===== src/lpsq_pkg.sv =====
// Function
// - Coded idle entry sends sequences 8 us
// - Uncoded idle entry forwards core data 8 us
// - Then enter idle state, report status
// - Wait 1 ms before enabling signal detect
// - Coded entry ignores core data, sends sequences
// - Non-initiator retrains on incoming detect sequences
// - Core exit request starts detect training sequences
// - Remote receiver answers with detect sequences
// - Training done after idle exit reports up
// - Coded reduced entry sends identifier with handshake
// - Uncoded reduced entry or exit forwards 1 us
// - Then start retraining for entry and exit
// - Degraded configuration reached enters reduced state
// - Coded reduced exit sends up identifier, handshake
// - Full operation retrained enters up, reports
// - Four-bit state codes: up, reduced, idle
// - Send four, receive two matching before stopping
// - Identifier: code four times, inverse then true
// - Exit beats entry, reduced beats idle, lower wins
package lpsq_pkg;

    localparam int CLK_PERIOD_NS = 40;
    localparam int IDLE_TX_NS = 8000;
    localparam int UP_TX_NS = 1000;
    localparam int RX_WAIT_MS = 1;
    // Least times round up to whole cycles
    localparam int IDLE_TX_CYC = (IDLE_TX_NS + CLK_PERIOD_NS - 1) / CLK_PERIOD_NS;
    localparam int UP_TX_CYC = (UP_TX_NS + CLK_PERIOD_NS - 1) / CLK_PERIOD_NS;
    localparam int RX_WAIT_CYC = (RX_WAIT_MS * 1000000 + CLK_PERIOD_NS - 1) / CLK_PERIOD_NS;
    localparam int TMR_W = 16;

    localparam logic [3:0] CODE_UP = 4'h0;
    localparam logic [3:0] CODE_UPLP_FIRST = 4'h1;
    localparam logic [3:0] CODE_UPLP_LAST = 4'h4;
    localparam logic [3:0] CODE_IDLE_FIRST = 4'h9;
    localparam logic [3:0] CODE_IDLE_LAST = 4'hc;
    localparam logic [3:0] RANK_NONE = 4'hf;
    localparam logic [3:0] STATUS_RST = 4'h0;

    localparam int MIN_SENT = 4;
    localparam int MIN_RECV = 2;
    localparam int HS_CNT_W = 3;

    typedef enum logic [2:0] {
        TX_NONE,
        TX_DATA,
        TX_LP_SEQ,
        TX_SD_TS,
        TX_TRAIN
    } lpsq_tx_kind_t;

    typedef enum logic [2:0] {
        ST_UP,
        ST_IDLE_TX,
        ST_IDLE_LP,
        ST_SD_TX,
        ST_UPLP_TX,
        ST_RETRAIN,
        ST_UPLP
    } lpsq_state_t;

    typedef struct packed {
        logic valid;
        logic [3:0] code;
    } lpsq_req_t;

    typedef struct packed {
        lpsq_tx_kind_t kind;
        logic [31:0] low_power_identifier;
    } lpsq_tx_t;

endpackage


===== src/lpsq_seq_tracker.sv =====
`timescale 1ns/1ps
`default_nettype none
module lpsq_seq_tracker (
    input wire logic core_clk,
    input wire logic rst_n,
    input wire logic clear,
    input wire logic [3:0] code,
    input wire logic active,
    input wire logic tx_seq_sent,
    input wire lpsq_pkg::lpsq_req_t rx_seq,
    output logic hs_done,
    output logic [31:0] low_power_identifier
);
    logic [lpsq_pkg::HS_CNT_W-1:0] sent_reg;
    logic [lpsq_pkg::HS_CNT_W-1:0] recv_reg;
    logic [15:0] n_word;
    wire logic sent_full = sent_reg >= lpsq_pkg::HS_CNT_W'(lpsq_pkg::MIN_SENT);
    wire logic recv_full = recv_reg >= lpsq_pkg::HS_CNT_W'(lpsq_pkg::MIN_RECV);
    wire logic rx_match = active && rx_seq.valid && (rx_seq.code == code);

    assign hs_done = sent_full && recv_full;
    assign n_word = {code, code, code, code};

    genvar i;
    generate
        for (i = 0; i < 16; i = i + 1)
        begin : g_low_power_identifier
            assign low_power_identifier[2*i+1] = ~n_word[i];
            assign low_power_identifier[2*i] = n_word[i];
        end
    endgenerate

    always_ff @(posedge core_clk or negedge rst_n)
    begin
        if (!rst_n)
        begin
            sent_reg <= '0;
            recv_reg <= '0;
        end
        else if (clear)
        begin
            sent_reg <= '0;
            recv_reg <= '0;
        end
        else
        begin
            if (active && tx_seq_sent && !sent_full)
                sent_reg <= sent_reg + 1'b1;
            if (rx_match && !recv_full)
                recv_reg <= recv_reg + 1'b1;
        end
    end
endmodule // lpsq_seq_tracker
`default_nettype wire


===== src/lpsq_sequencer.sv =====
`timescale 1ns/1ps
`default_nettype none
module lpsq_sequencer #(
    parameter int DATA_W = 64,
    parameter int IDLE_TX_CYC = lpsq_pkg::IDLE_TX_CYC,
    parameter int UP_TX_CYC = lpsq_pkg::UP_TX_CYC,
    parameter int RX_WAIT_CYC = lpsq_pkg::RX_WAIT_CYC
) (
    input wire logic core_clk,
    input wire logic rst_n,
    input wire lpsq_pkg::lpsq_req_t core_req,
    input wire logic line_coding_en,
    input wire logic [DATA_W-1:0] core_tx_data,
    input wire logic tx_seq_sent,
    input wire lpsq_pkg::lpsq_req_t rx_seq,
    input wire logic rx_sd_ts_detect,
    input wire logic train_done,
    input wire logic train_degraded,
    output logic [3:0] status_code,
    output lpsq_pkg::lpsq_tx_t tx_ctl,
    output logic [DATA_W-1:0] tx_data,
    output logic rx_sig_det_en,
    output logic train_start
);
    ////////////////////////////////////////////////////////////////////////////
    // Request ranking
    function automatic logic [3:0] lpsq_rank(input logic [3:0] c);
        if (c == lpsq_pkg::CODE_UP)
            return 4'h0;
        else if (c >= lpsq_pkg::CODE_UPLP_FIRST && c <= lpsq_pkg::CODE_UPLP_LAST)
            return c;
        else if (c >= lpsq_pkg::CODE_IDLE_FIRST && c <= lpsq_pkg::CODE_IDLE_LAST)
            return c - 4'h4;
        else
            return lpsq_pkg::RANK_NONE;
    endfunction

    lpsq_pkg::lpsq_state_t state_reg;
    lpsq_pkg::lpsq_state_t state_next;
    logic [3:0] target_reg;
    logic coding_reg;
    logic [lpsq_pkg::TMR_W-1:0] tmr_reg;
    logic [3:0] status_reg;
    lpsq_pkg::lpsq_tx_t tx_reg;
    logic [DATA_W-1:0] txd_reg;
    logic rx_en_reg;
    logic train_reg;
    logic hs_done;
    logic [31:0] trk_low_power_identifier;
    lpsq_pkg::lpsq_tx_kind_t kind_next;
    logic [lpsq_pkg::TMR_W-1:0] tmr_load;

    ////////////////////////////////////////////////////////////////////////////
    // Arbitration between the core and the remote end
    wire logic [3:0] core_rank = core_req.valid ? lpsq_rank(core_req.code) : lpsq_pkg::RANK_NONE;
    wire logic rx_ok = rx_seq.valid && line_coding_en;
    wire logic [3:0] rx_rank = rx_ok ? lpsq_rank(rx_seq.code) : lpsq_pkg::RANK_NONE;
    wire logic pick_rx = rx_rank < core_rank;
    wire logic [3:0] win_code = pick_rx ? rx_seq.code : core_req.code;
    wire logic [3:0] win_rank = pick_rx ? rx_rank : core_rank;
    wire logic win_valid = win_rank != lpsq_pkg::RANK_NONE;
    wire logic win_exit = win_valid && win_code == lpsq_pkg::CODE_UP;
    wire logic win_uplp = win_valid && win_rank >= 4'h1 && win_rank <= 4'h4;
    wire logic win_idle = win_valid && win_rank >= 4'h5 && win_rank <= 4'h8;
    wire logic tmr_zero = tmr_reg == '0;
    wire logic entering = state_next != state_reg;
    wire logic accept = (state_reg == lpsq_pkg::ST_UP && (win_uplp || win_idle))
        || (state_reg == lpsq_pkg::ST_UPLP && win_exit);

    ////////////////////////////////////////////////////////////////////////////
    // State sequencing
    always_comb
    begin
        state_next = state_reg;
        case (state_reg)
            lpsq_pkg::ST_UP:
                if (win_uplp)
                    state_next = lpsq_pkg::ST_UPLP_TX;
                else if (win_idle)
                    state_next = lpsq_pkg::ST_IDLE_TX;
            lpsq_pkg::ST_IDLE_TX:
                if (tmr_zero)
                    state_next = lpsq_pkg::ST_IDLE_LP;
            lpsq_pkg::ST_IDLE_LP:
                if (core_req.valid && core_req.code == lpsq_pkg::CODE_UP)
                    state_next = lpsq_pkg::ST_SD_TX;
                else if (rx_en_reg && rx_sd_ts_detect)
                    state_next = lpsq_pkg::ST_SD_TX;
            lpsq_pkg::ST_SD_TX:
                if (train_done)
                    state_next = lpsq_pkg::ST_UP;
            lpsq_pkg::ST_UPLP_TX:
                if (coding_reg ? hs_done : tmr_zero)
                    state_next = lpsq_pkg::ST_RETRAIN;
            lpsq_pkg::ST_RETRAIN:
                if (target_reg != lpsq_pkg::CODE_UP && train_degraded)
                    state_next = lpsq_pkg::ST_UPLP;
                else if (target_reg == lpsq_pkg::CODE_UP && train_done)
                    state_next = lpsq_pkg::ST_UP;
            lpsq_pkg::ST_UPLP:
                if (win_exit)
                    state_next = lpsq_pkg::ST_UPLP_TX;
            default:
                state_next = lpsq_pkg::ST_UP;
        endcase
    end

    // Coded idle entry sends sequences; uncoded paths forward core data
    always_comb
    begin
        kind_next = lpsq_pkg::TX_DATA;
        case (state_next)
            lpsq_pkg::ST_IDLE_TX, lpsq_pkg::ST_UPLP_TX:
                kind_next = line_coding_sel() ? lpsq_pkg::TX_LP_SEQ : lpsq_pkg::TX_DATA;
            lpsq_pkg::ST_IDLE_LP:
                kind_next = lpsq_pkg::TX_NONE;
            lpsq_pkg::ST_SD_TX:
                kind_next = lpsq_pkg::TX_SD_TS;
            lpsq_pkg::ST_RETRAIN:
                kind_next = lpsq_pkg::TX_TRAIN;
            default:
                kind_next = lpsq_pkg::TX_DATA;
        endcase
    end

    function automatic logic line_coding_sel();
        return accept ? line_coding_en : coding_reg;
    endfunction

    assign tmr_load = (state_next == lpsq_pkg::ST_IDLE_TX)
        ? lpsq_pkg::TMR_W'(IDLE_TX_CYC - 1)
        : (state_next == lpsq_pkg::ST_UPLP_TX) ? lpsq_pkg::TMR_W'(UP_TX_CYC - 1)
        : lpsq_pkg::TMR_W'(RX_WAIT_CYC - 1);

    ////////////////////////////////////////////////////////////////////////////
    // Registers
    always_ff @(posedge core_clk or negedge rst_n)
    begin
        if (!rst_n)
        begin
            state_reg <= lpsq_pkg::ST_UP;
            target_reg <= lpsq_pkg::CODE_UP;
            coding_reg <= 1'b0;
            tmr_reg <= '0;
        end
        else
        begin
            state_reg <= state_next;
            if (accept)
            begin
                target_reg <= win_code;
                coding_reg <= line_coding_en;
            end
            if (entering)
                tmr_reg <= tmr_load;
            else if (!tmr_zero)
                tmr_reg <= tmr_reg - 1'b1;
        end
    end

    always_ff @(posedge core_clk or negedge rst_n)
    begin
        if (!rst_n)
        begin
            status_reg <= lpsq_pkg::STATUS_RST;
            tx_reg <= '{kind: lpsq_pkg::TX_DATA, low_power_identifier: 32'h0};
            txd_reg <= '0;
            rx_en_reg <= 1'b0;
            train_reg <= 1'b0;
        end
        else
        begin
            if (entering && state_next == lpsq_pkg::ST_IDLE_LP)
                status_reg <= target_reg;
            else if (entering && state_next == lpsq_pkg::ST_UPLP)
                status_reg <= target_reg;
            else if (entering && state_next == lpsq_pkg::ST_UP)
                status_reg <= lpsq_pkg::CODE_UP;
            tx_reg.kind <= kind_next;
            tx_reg.low_power_identifier <= trk_low_power_identifier;
            txd_reg <= core_tx_data;
            rx_en_reg <= state_reg == lpsq_pkg::ST_IDLE_LP && !entering && tmr_zero;
            train_reg <= entering && (state_next == lpsq_pkg::ST_RETRAIN
                || state_next == lpsq_pkg::ST_SD_TX);
        end
    end

    lpsq_seq_tracker u_trk (
        .core_clk(core_clk),
        .rst_n(rst_n),
        .clear(accept),
        .code(accept ? win_code : target_reg),
        .active(state_reg == lpsq_pkg::ST_UPLP_TX),
        .tx_seq_sent(tx_seq_sent),
        .rx_seq(rx_seq),
        .hs_done(hs_done),
        .low_power_identifier(trk_low_power_identifier)
    );

    assign status_code = status_reg;
    assign tx_ctl = tx_reg;
    assign tx_data = txd_reg;
    assign rx_sig_det_en = rx_en_reg;
    assign train_start = train_reg;

    ////////////////////////////////////////////////////////////////////////////
    // Checks
    logic [lpsq_pkg::TMR_W-1:0] dwell_reg;
    always_ff @(posedge core_clk or negedge rst_n)
    begin
        if (!rst_n)
            dwell_reg <= '0;
        else if (entering)
            dwell_reg <= '0;
        else
            dwell_reg <= dwell_reg + 1'b1;
    end

    idle_tx_len_a: assert property (@(posedge core_clk) disable iff (!rst_n)
        state_reg == lpsq_pkg::ST_IDLE_TX && state_next != state_reg
        |-> dwell_reg == lpsq_pkg::TMR_W'(IDLE_TX_CYC - 1))
        else $error("idle entry transmit interval wrong");

    uplp_tx_len_a: assert property (@(posedge core_clk) disable iff (!rst_n)
        state_reg == lpsq_pkg::ST_UPLP_TX && !coding_reg && state_next != state_reg
        |-> dwell_reg == lpsq_pkg::TMR_W'(UP_TX_CYC - 1))
        else $error("reduced transition forwarding interval wrong");

    rx_wait_a: assert property (@(posedge core_clk) disable iff (!rst_n)
        $rose(rx_en_reg) |-> state_reg == lpsq_pkg::ST_IDLE_LP
        && dwell_reg >= lpsq_pkg::TMR_W'(RX_WAIT_CYC))
        else $error("signal detect enabled too early");

    idle_status_a: assert property (@(posedge core_clk) disable iff (!rst_n)
        $rose(state_reg == lpsq_pkg::ST_IDLE_LP) |-> status_reg == target_reg)
        else $error("idle status not reported");

    handshake_a: assert property (@(posedge core_clk) disable iff (!rst_n)
        state_reg == lpsq_pkg::ST_UPLP_TX && coding_reg
        && state_next == lpsq_pkg::ST_RETRAIN |-> hs_done)
        else $error("sequence handshake cut short");

    low_power_identifier_form_a: assert property (@(posedge core_clk) disable iff (!rst_n)
        state_reg == lpsq_pkg::ST_UPLP_TX && !accept |=> tx_reg.low_power_identifier[31:30]
        == {~$past(target_reg[3]), $past(target_reg[3])}
        && tx_reg.low_power_identifier[1:0] == {~$past(target_reg[0]), $past(target_reg[0])})
        else $error("identifier layout wrong");

    exit_sd_a: assert property (@(posedge core_clk) disable iff (!rst_n)
        state_reg == lpsq_pkg::ST_IDLE_LP && core_req.valid
        && core_req.code == lpsq_pkg::CODE_UP
        |=> tx_reg.kind == lpsq_pkg::TX_SD_TS && train_reg)
        else $error("exit did not start detect sequences");

    up_report_a: assert property (@(posedge core_clk) disable iff (!rst_n)
        (state_reg == lpsq_pkg::ST_SD_TX && train_done)
        |=> status_reg == lpsq_pkg::CODE_UP && state_reg == lpsq_pkg::ST_UP)
        else $error("up state not reported");

    prio_a: assert property (@(posedge core_clk) disable iff (!rst_n)
        accept && rx_rank < core_rank |=> target_reg == $past(rx_seq.code))
        else $error("request priority wrong");

    coded_seq_a: assert property (@(posedge core_clk) disable iff (!rst_n)
        state_reg == lpsq_pkg::ST_IDLE_TX && coding_reg
        |-> tx_reg.kind == lpsq_pkg::TX_LP_SEQ)
        else $error("core data sent during coded entry");

    // Sequences sent in the reduced transition, counted apart from the tracker
    logic [lpsq_pkg::HS_CNT_W-1:0] seen_sent_reg;
    always_ff @(posedge core_clk or negedge rst_n)
    begin
        if (!rst_n)
            seen_sent_reg <= '0;
        else if (entering)
            seen_sent_reg <= '0;
        else if (state_reg == lpsq_pkg::ST_UPLP_TX && tx_seq_sent && seen_sent_reg != '1)
            seen_sent_reg <= seen_sent_reg + 1'b1;
    end

    sent_count_a: assert property (@(posedge core_clk) disable iff (!rst_n)
        state_reg == lpsq_pkg::ST_UPLP_TX && coding_reg && state_next != state_reg
        |-> seen_sent_reg >= lpsq_pkg::HS_CNT_W'(lpsq_pkg::MIN_SENT))
        else $error("fewer sequences sent than required");

    retrain_start_a: assert property (@(posedge core_clk) disable iff (!rst_n)
        $rose(state_reg == lpsq_pkg::ST_RETRAIN)
        |-> train_reg && tx_reg.kind == lpsq_pkg::TX_TRAIN)
        else $error("retraining not started");

    uplp_report_a: assert property (@(posedge core_clk) disable iff (!rst_n)
        state_reg == lpsq_pkg::ST_RETRAIN && target_reg != lpsq_pkg::CODE_UP && train_degraded
        |=> state_reg == lpsq_pkg::ST_UPLP && status_reg == $past(target_reg))
        else $error("reduced state not reported");

    wake_exit_a: assert property (@(posedge core_clk) disable iff (!rst_n)
        state_reg == lpsq_pkg::ST_IDLE_LP && rx_en_reg && rx_sd_ts_detect
        |=> state_reg == lpsq_pkg::ST_SD_TX && tx_reg.kind == lpsq_pkg::TX_SD_TS && train_reg)
        else $error("no autonomous wake from idle");

    status_code_a: assert property (@(posedge core_clk) disable iff (!rst_n)
        status_reg == lpsq_pkg::CODE_UP
        || (status_reg >= lpsq_pkg::CODE_UPLP_FIRST && status_reg <= lpsq_pkg::CODE_UPLP_LAST)
        || (status_reg >= lpsq_pkg::CODE_IDLE_FIRST && status_reg <= lpsq_pkg::CODE_IDLE_LAST))
        else $error("illegal status code");

    uncoded_fwd_a: assert property (@(posedge core_clk) disable iff (!rst_n)
        state_reg == lpsq_pkg::ST_IDLE_TX && !coding_reg
        |-> tx_reg.kind == lpsq_pkg::TX_DATA && txd_reg == $past(core_tx_data))
        else $error("core data not forwarded");
endmodule // lpsq_sequencer
`default_nettype wire


===== config.mk =====
export PLATFORM = sky130hd
export DESIGN_NAME = lpsq_sequencer
export DESIGN_NICKNAME = d
export VERILOG_FILES = /design/src/lpsq_pkg.sv /design/src/lpsq_seq_tracker.sv /design/src/lpsq_sequencer.sv
export SDC_FILE = /design/constraint.sdc
export NUM_CORES = 1
export LEC_CHECK = 0
export BUFFER_PORTS_ARGS = -buffer_cell sky130_fd_sc_hd__buf_2
export CAP_MARGIN = 20
export CORE_MARGIN = 2
export CORE_UTILIZATION = 47
export DETAILED_ROUTE_END_ITERATION = 8
export PLACE_DENSITY = 0.77
export SETUP_SLACK_MARGIN = 0.4
export SYNTH_ARGS = -nofsm -noshare
export SYNTH_HDL_FRONTEND = slang
export SYNTH_SLANG_ARGS = --single-unit
export TNS_END_PERCENT = 20

===== constraint.sdc =====
create_clock -name core_clk -period 5.3 [get_ports core_clk]
set_input_delay 0.795 -clock core_clk [delete_from_list [all_inputs] [get_ports core_clk]]
set_output_delay 0.795 -clock core_clk [all_outputs]
set_load 0.03 [all_outputs]

* Yosys cells after proc, flatten, opt, wreduce, memory -nomap -nowiden
Cells that the tools add are included.
Widths: inputs -> output; s select.
** Operators by class
- $lt $le $gt $ge :: 15
- Divide/modulo/power cells :: 0
- $mul :: 0
- Bitwise gates (word level) :: 4
- $add $sub $neg :: 5
- Mux-type cells :: 37
- Shift-type cells :: 0
- Reduce and logical (&&, ||, !) cells :: 46
- Equality and inequality tests :: 16
** Operators with widths (number)
- $mux 4 :: 14
- $mux 3 :: 14
- $mux 16 :: 2
- $mux 15 :: 2
- $logic_and 1x1->1 :: 28
- $pmux 3 s7 :: 1
- $eq 3x3->1 const B :: 6
- $logic_not 16->1 :: 1
- $logic_not 4->1 :: 4
- $sub 16x1->16 const B :: 1
- $eq 3x2->1 const B :: 4
- $ge 4x1->1 const B :: 3
- $le 4x3->1 const B :: 3
- $le 4x4->1 const B :: 3
- $pmux 3 s4 :: 1
- $ge 4x4->1 const B :: 2
- $sub 4x3->4 const B :: 2
- $add 3x1->3 const B :: 2
- $eq 3x1->1 const B :: 2
- $logic_not 3->1 :: 2
- $eq 4x4->1 :: 1
- $ge 4x3->1 const B :: 1
- $lt 4x4->1 :: 1
- $ne 4x4->1 const B :: 1
- 13 further kinds :: 22
** Word-level totals
- Memories :: 0
- Word-level logic and storage cells :: 135
- Register bits :: 135
- Memory bits (read-only) :: 0
- Memory bits (writable) :: 0
- Output and inout port bits :: 105
- Bits of input ports :: 81
- Latch bits :: 0

* Longest topological paths before layout
- Depth after elaboration :: 20
- Mapped depth :: 19
- Gate-level depth less buffers :: 18

* Cells and area by module
A second synthesis with hierarchy kept.
** Unflattened totals
- Cells, all modules :: 452
- Area total of the unflattened synthesis :: 5586.6 um^2
** Modules (own cells, without submodules)
- lpsq_sequencer :: instances 1, cells an instance 384, area an instance 5006.1 um^2
- lpsq_seq_tracker :: instances 1, cells an instance 68, area an instance 580.6 um^2

* Worst setup path after synthesis
Ideal clock, no wire load.
- Kind :: input -> register
- Start :: input port rx_seq[2] (netlist name)
- End :: register tmr_reg[1] (netlist name)
- Slack :: 0.764 ns
- Arrival :: 4.418 ns
- Stages on the path :: 16
- Required time :: 5.181 ns
- Cell sequence :: inv_1 > ha_1 > nor4b_1 > a31oi_1 > or2_2 > a31o_2 > ha_1 > nand2b_1 > o211ai_1 > o31a_2 > mux2i_1 > xor2_1 > o41ai_4 > or2b_4 > or3b_1 > o21a_1
** Between the ends
- Word-level cells in the longest chain between the ends :: 18
** RTL lines
- start, declared :: RTL line lpsq_sequencer.sv:15 : input wire lpsq_pkg::lpsq_req_t rx_seq,
- $ge 4x4->1 or $le 4x4->1 (tied branches) :: RTL line lpsq_sequencer.sv:32 : else if (c >= lpsq_pkg::CODE_IDLE_FIRST && c <= lpsq_pkg::CODE_IDLE_LAST)
- $logic_and 1x1->1 :: RTL line lpsq_sequencer.sv:32
- $mux 4 :: RTL line lpsq_sequencer.sv:32
- $mux 4 :: RTL line lpsq_sequencer.sv:30 : else if (c >= lpsq_pkg::CODE_UPLP_FIRST && c <= lpsq_pkg::CODE_UPLP_LAST)
- $mux 4 :: RTL line lpsq_sequencer.sv:28 : if (c == lpsq_pkg::CODE_UP)
- $mux 4 :: RTL line lpsq_sequencer.sv:57 : wire logic [3:0] rx_rank = rx_ok ? lpsq_rank(rx_seq.code) : lpsq_pkg::RANK_NONE;
- $lt 4x4->1 :: RTL line lpsq_sequencer.sv:58 : wire logic pick_rx = rx_rank < core_rank;
- $mux 4 :: RTL line lpsq_sequencer.sv:60 : wire logic [3:0] win_rank = pick_rx ? rx_rank : core_rank;
- [3 not listed]
- $mux 3 :: RTL line lpsq_sequencer.sv:79 : else if (win_idle)
- $mux 3 :: RTL line lpsq_sequencer.sv:77 : if (win_uplp)
- $pmux 3 s7 (*) :: RTL line lpsq_sequencer.sv:75 : case (state_reg)
- named net state_next[2] :: RTL line lpsq_sequencer.sv:39 : lpsq_pkg::lpsq_state_t state_next;
- $eq 3x3->1 :: RTL line lpsq_sequencer.sv:132 : : (state_next == lpsq_pkg::ST_UPLP_TX) ? lpsq_pkg::TMR_W'(UP_TX_CYC - 1)
- $mux 15 :: RTL line lpsq_sequencer.sv:132
- $mux 15 :: RTL line lpsq_sequencer.sv:131 : ? lpsq_pkg::TMR_W'(IDLE_TX_CYC - 1)
- $mux 16 :: RTL line lpsq_sequencer.sv:154 : if (entering)
- end signal, assigned :: RTL line lpsq_sequencer.sv:155 : tmr_reg <= tmr_load;
- end signal, assigned :: RTL line lpsq_sequencer.sv:157 : tmr_reg <= tmr_reg - 1'b1;
- end, declared :: RTL line lpsq_sequencer.sv:42 : logic [lpsq_pkg::TMR_W-1:0] tmr_reg;
The timed path passes the listed nets; every way through them passes the cells marked *.
A chain may end at the register's enable or synchronous reset.

* Final worst setup path
Ends and elaborated chain as after synthesis.

==> impl_metrics.tcl <==
set metrics [dict create \
    fmax_mhz 209.5 \
    initial_core_util_pct 48.73 \
    viasPerCell 5.146 \
    clk_pin_slew_ns 0.11 \
    dieArea_um2 11000 \
    ir_drop_mv 0.2763 \
    slew_viol_final 0 \
    grt_pass1_wl_mm 18.28 \
    yosys_warnings 0 \
    die_x_um 104.9 \
    final.fill_count 795 \
    p_int_w 0.001498 \
    grt_pass1_vias 3644 \
    antenna_found_initial 0 \
    cp.required_ns 5.55 \
    drc 0 \
    largest_reg_flops 64 \
    final_common_cell "buf_2" \
    cp_max_fo 7 \
    p_per_area_nw_per_um2 431.1 \
    cap_viol_max_count 0 \
    grt_usage_pct 21.05 \
    firstDrtPassIters 4 \
    r2r-end "tmr_reg[5]" \
    io_buffers 185 \
    gp_congestion 0.9000 \
    finalWorstSetupSlack_ns 0.5260 \
    place_ws_ns 0.1580 \
    swShare_pct 41.70 \
    fin_crit_sh_pct 90.07 \
    multi_input_area_um2 1829 \
    fin_skew_ns 0.01511 \
    clkPwrFrac_pct 20.8 \
    most-common-layout-cells "184 x buf_2, 106 x dfrtp_1, 29 x nor2_1" \
    r2r-start "tmr_reg[0]" \
    synth_ff_type "dfrtp_1" \
    ys_seq_elements 107 \
    rows 36 \
    drt-total-wl_mm 11.77 \
    io_pins 186 \
    grt-ovfl-total 0 \
    cts_tree "built" \
    final_hold_viol_count 0 \
    p_seq_share_pct 41.2 \
    p_leak_nw 2.974 \
    grt_max_degree 60 \
    syn_inst 411 \
    cp-start-kind "input port" \
    synthArstFlopShare_pct 100.0 \
    p_comb_share_pct 38.0 \
    cp_data_arrival_time_ns 5.03 \
    fin_cells 718 \
    netlist.area_leader.share_pct 55.44 \
    period_needed_ns 4.774 \
    avgSynthCellArea_um2 11.64 \
    cts_sinks 107 \
    cp-end-kind "flip-flop" \
    synth_top_cell_by_area "dfrtp_1" \
    core_area_um2 9819 \
    drive_above_1_share_pct 40.34 \
    cts.path.max_buffers 2 \
    yosysUniqueCellTypes 69 \
    syn-cell-area_um2 4785 \
    min_path_type "in2async" \
    final.setup.tns_ns 0 \
    reg2reg_depth 13 \
    vias 3695 \
    syn_nets 510 \
    crit_type "in2reg" \
    holdWs_ns 0.4254 \
    grt_setup_unrepaired "no" \
    synth_area_leaders "dfrtp_1 55%, ha_1 4.7%, buf_4 3.9%" \
    place_inst 700 \
    dp_hpwl_mm 9.073 \
    antennaDiodeCount 0 \
    drtAntennaViolNets 0 \
    syn_to_final_growth_pct 24.53 \
    final_nets 679 \
    r2r_slack_ns 1.85 \
    regArea_um2 2679 \
    max_slew_margin_pct 53.95 \
    setup_viol 0 \
    switchingPower_w 0.001071 \
    fin_util_pct 60.68 \
    post_drt_wl_per_cell_um 16.39 \
    ys_seq_area_share_pct 55.99 \
    worstSkewPairLatency_ns 0.37 \
    synth_edf_count 0 \
    clk_root_buffer_cell "clkbuf_8" \
    cts_buffers 9 \
    htree_levels 3 \
    outcome "finished clean" \
    drt_iter0_drc 187 \
    max_slew.worst_pin.slew_ns 0.6907 \
    die_h_um 104.9 \
]
final cells by class:
cell class	instances	share of cell area [%]
repair buffers	189	16.09
flip-flops and latches	107	44.96
clock buffers	9	2.079
well taps	133	2.793
multi-input cells	248	30.70
inverters	25	1.575
clock inverters	7	1.806
power groups by stage:
| stage | clock, W | sequential [W] | combinational (W) |
|---|---|---|---|
| global placement | 0 | 0.00107 | 0.000952 |
| floorplan | 0 | 0.00117 | 0.000692 |
| CTS | 0.000549 | 0.00106 | 0.000971 |
| finish | 0.000533 | 0.00106 | 0.000977 |
| detailed placement | 0 | 0.00107 | 0.000968 |
| global route | 0.000582 | 0.00107 | 0.00104 |
per-layer routing:
metal,GRT usage [%],share of wire [%],up-vias
li1,-,-,1736
met1,24.85,39,1796
met2,38.27,53,145
met3,3.993,5.5,18
met4,7.143,2.0,0
met5,0,0,-
cells in the mapped netlist, types with 2 or more instances:
cell,number
a211o_1,2
a21oi_1,16
a22o_1,4
a31oi_1,3
and2_1,3
and3_1,2
buf_2,3
buf_4,25
dfrtp_1,106
ha_1,18
inv_1,25
mux2_2,3
mux2i_1,8
nand2_1,17
nand2b_1,6
nand3_1,15
nand3b_1,2
nand4_1,3
nor2_1,29
nor2_2,2
nor2b_1,4
nor2b_4,2
nor3_1,11
nor3b_1,4
nor4_1,5
o211ai_1,4
o21a_1,3
o21ai_0,10
o21ai_1,8
o31ai_1,3
or2_2,3
or3_1,3
or3_4,2
or3b_1,2
or4_4,2
xnor2_1,17
xor2_1,4
per-stage QoR:
step	area [um2]	total power, W
6_report	5958	0.002569
5_1_grt	5958	0.002701
3_3_place_gp	5673	0.002019
2_1_floorplan	4785	0.001859
4_1_cts	5904	0.002576
3_5_place_dp	5673	0.002040
cells by family after synthesis:
logic type / share of synthesized area (%)
compound gates: 11.06
xor+xnor: 3.844
fa+ha+maj: 4.707
buf+inv: 6.590
flops: 55.99
mux: 2.380
simple gates: 15.43
critical path: stages:
cell and delay [ns]:
buf_2 0.15, inv_1 0.15, ha_1 0.26, or3b_1 0.41, a31oi_4 0.24, nand3_1 0.10, a31o_2 0.26, ha_1 0.31
nand2b_1 0.17, o211ai_1 0.33, o31a_2 0.24, mux2i_1 0.26, xor2_1 0.15, o41ai_4 0.36, or2b_4 0.32, or3b_1 0.40
o21a_1 0.12
worst max path at each step:
stage | start | to | slack, ns | cells after the start
floorplan | rx_seq[2] | tmr_reg[1] | 0.76 | 16
global placement | rx_seq[2] | tmr_reg[1] | 0.34 | 17
detailed placement | rx_seq[2] | tx_ctl[32] | 0.16 | 17
CTS | rx_seq[2] | tx_ctl[32] | 0.55 | 17
global route | rx_seq[2] | tx_ctl[32] | 0.31 | 17
finish | rx_seq[2] | tmr_reg[1] | 0.53 | 17
what timing repair did:
item | 4_1_cts | 5_1_grt
setup buffers | 0 | 2
resized for setup | 0 | 6
setup endpoints to repair | 0 | 13
hold buffers | 0 | 0
Note: power is estimated with default switching activity, not from simulation.
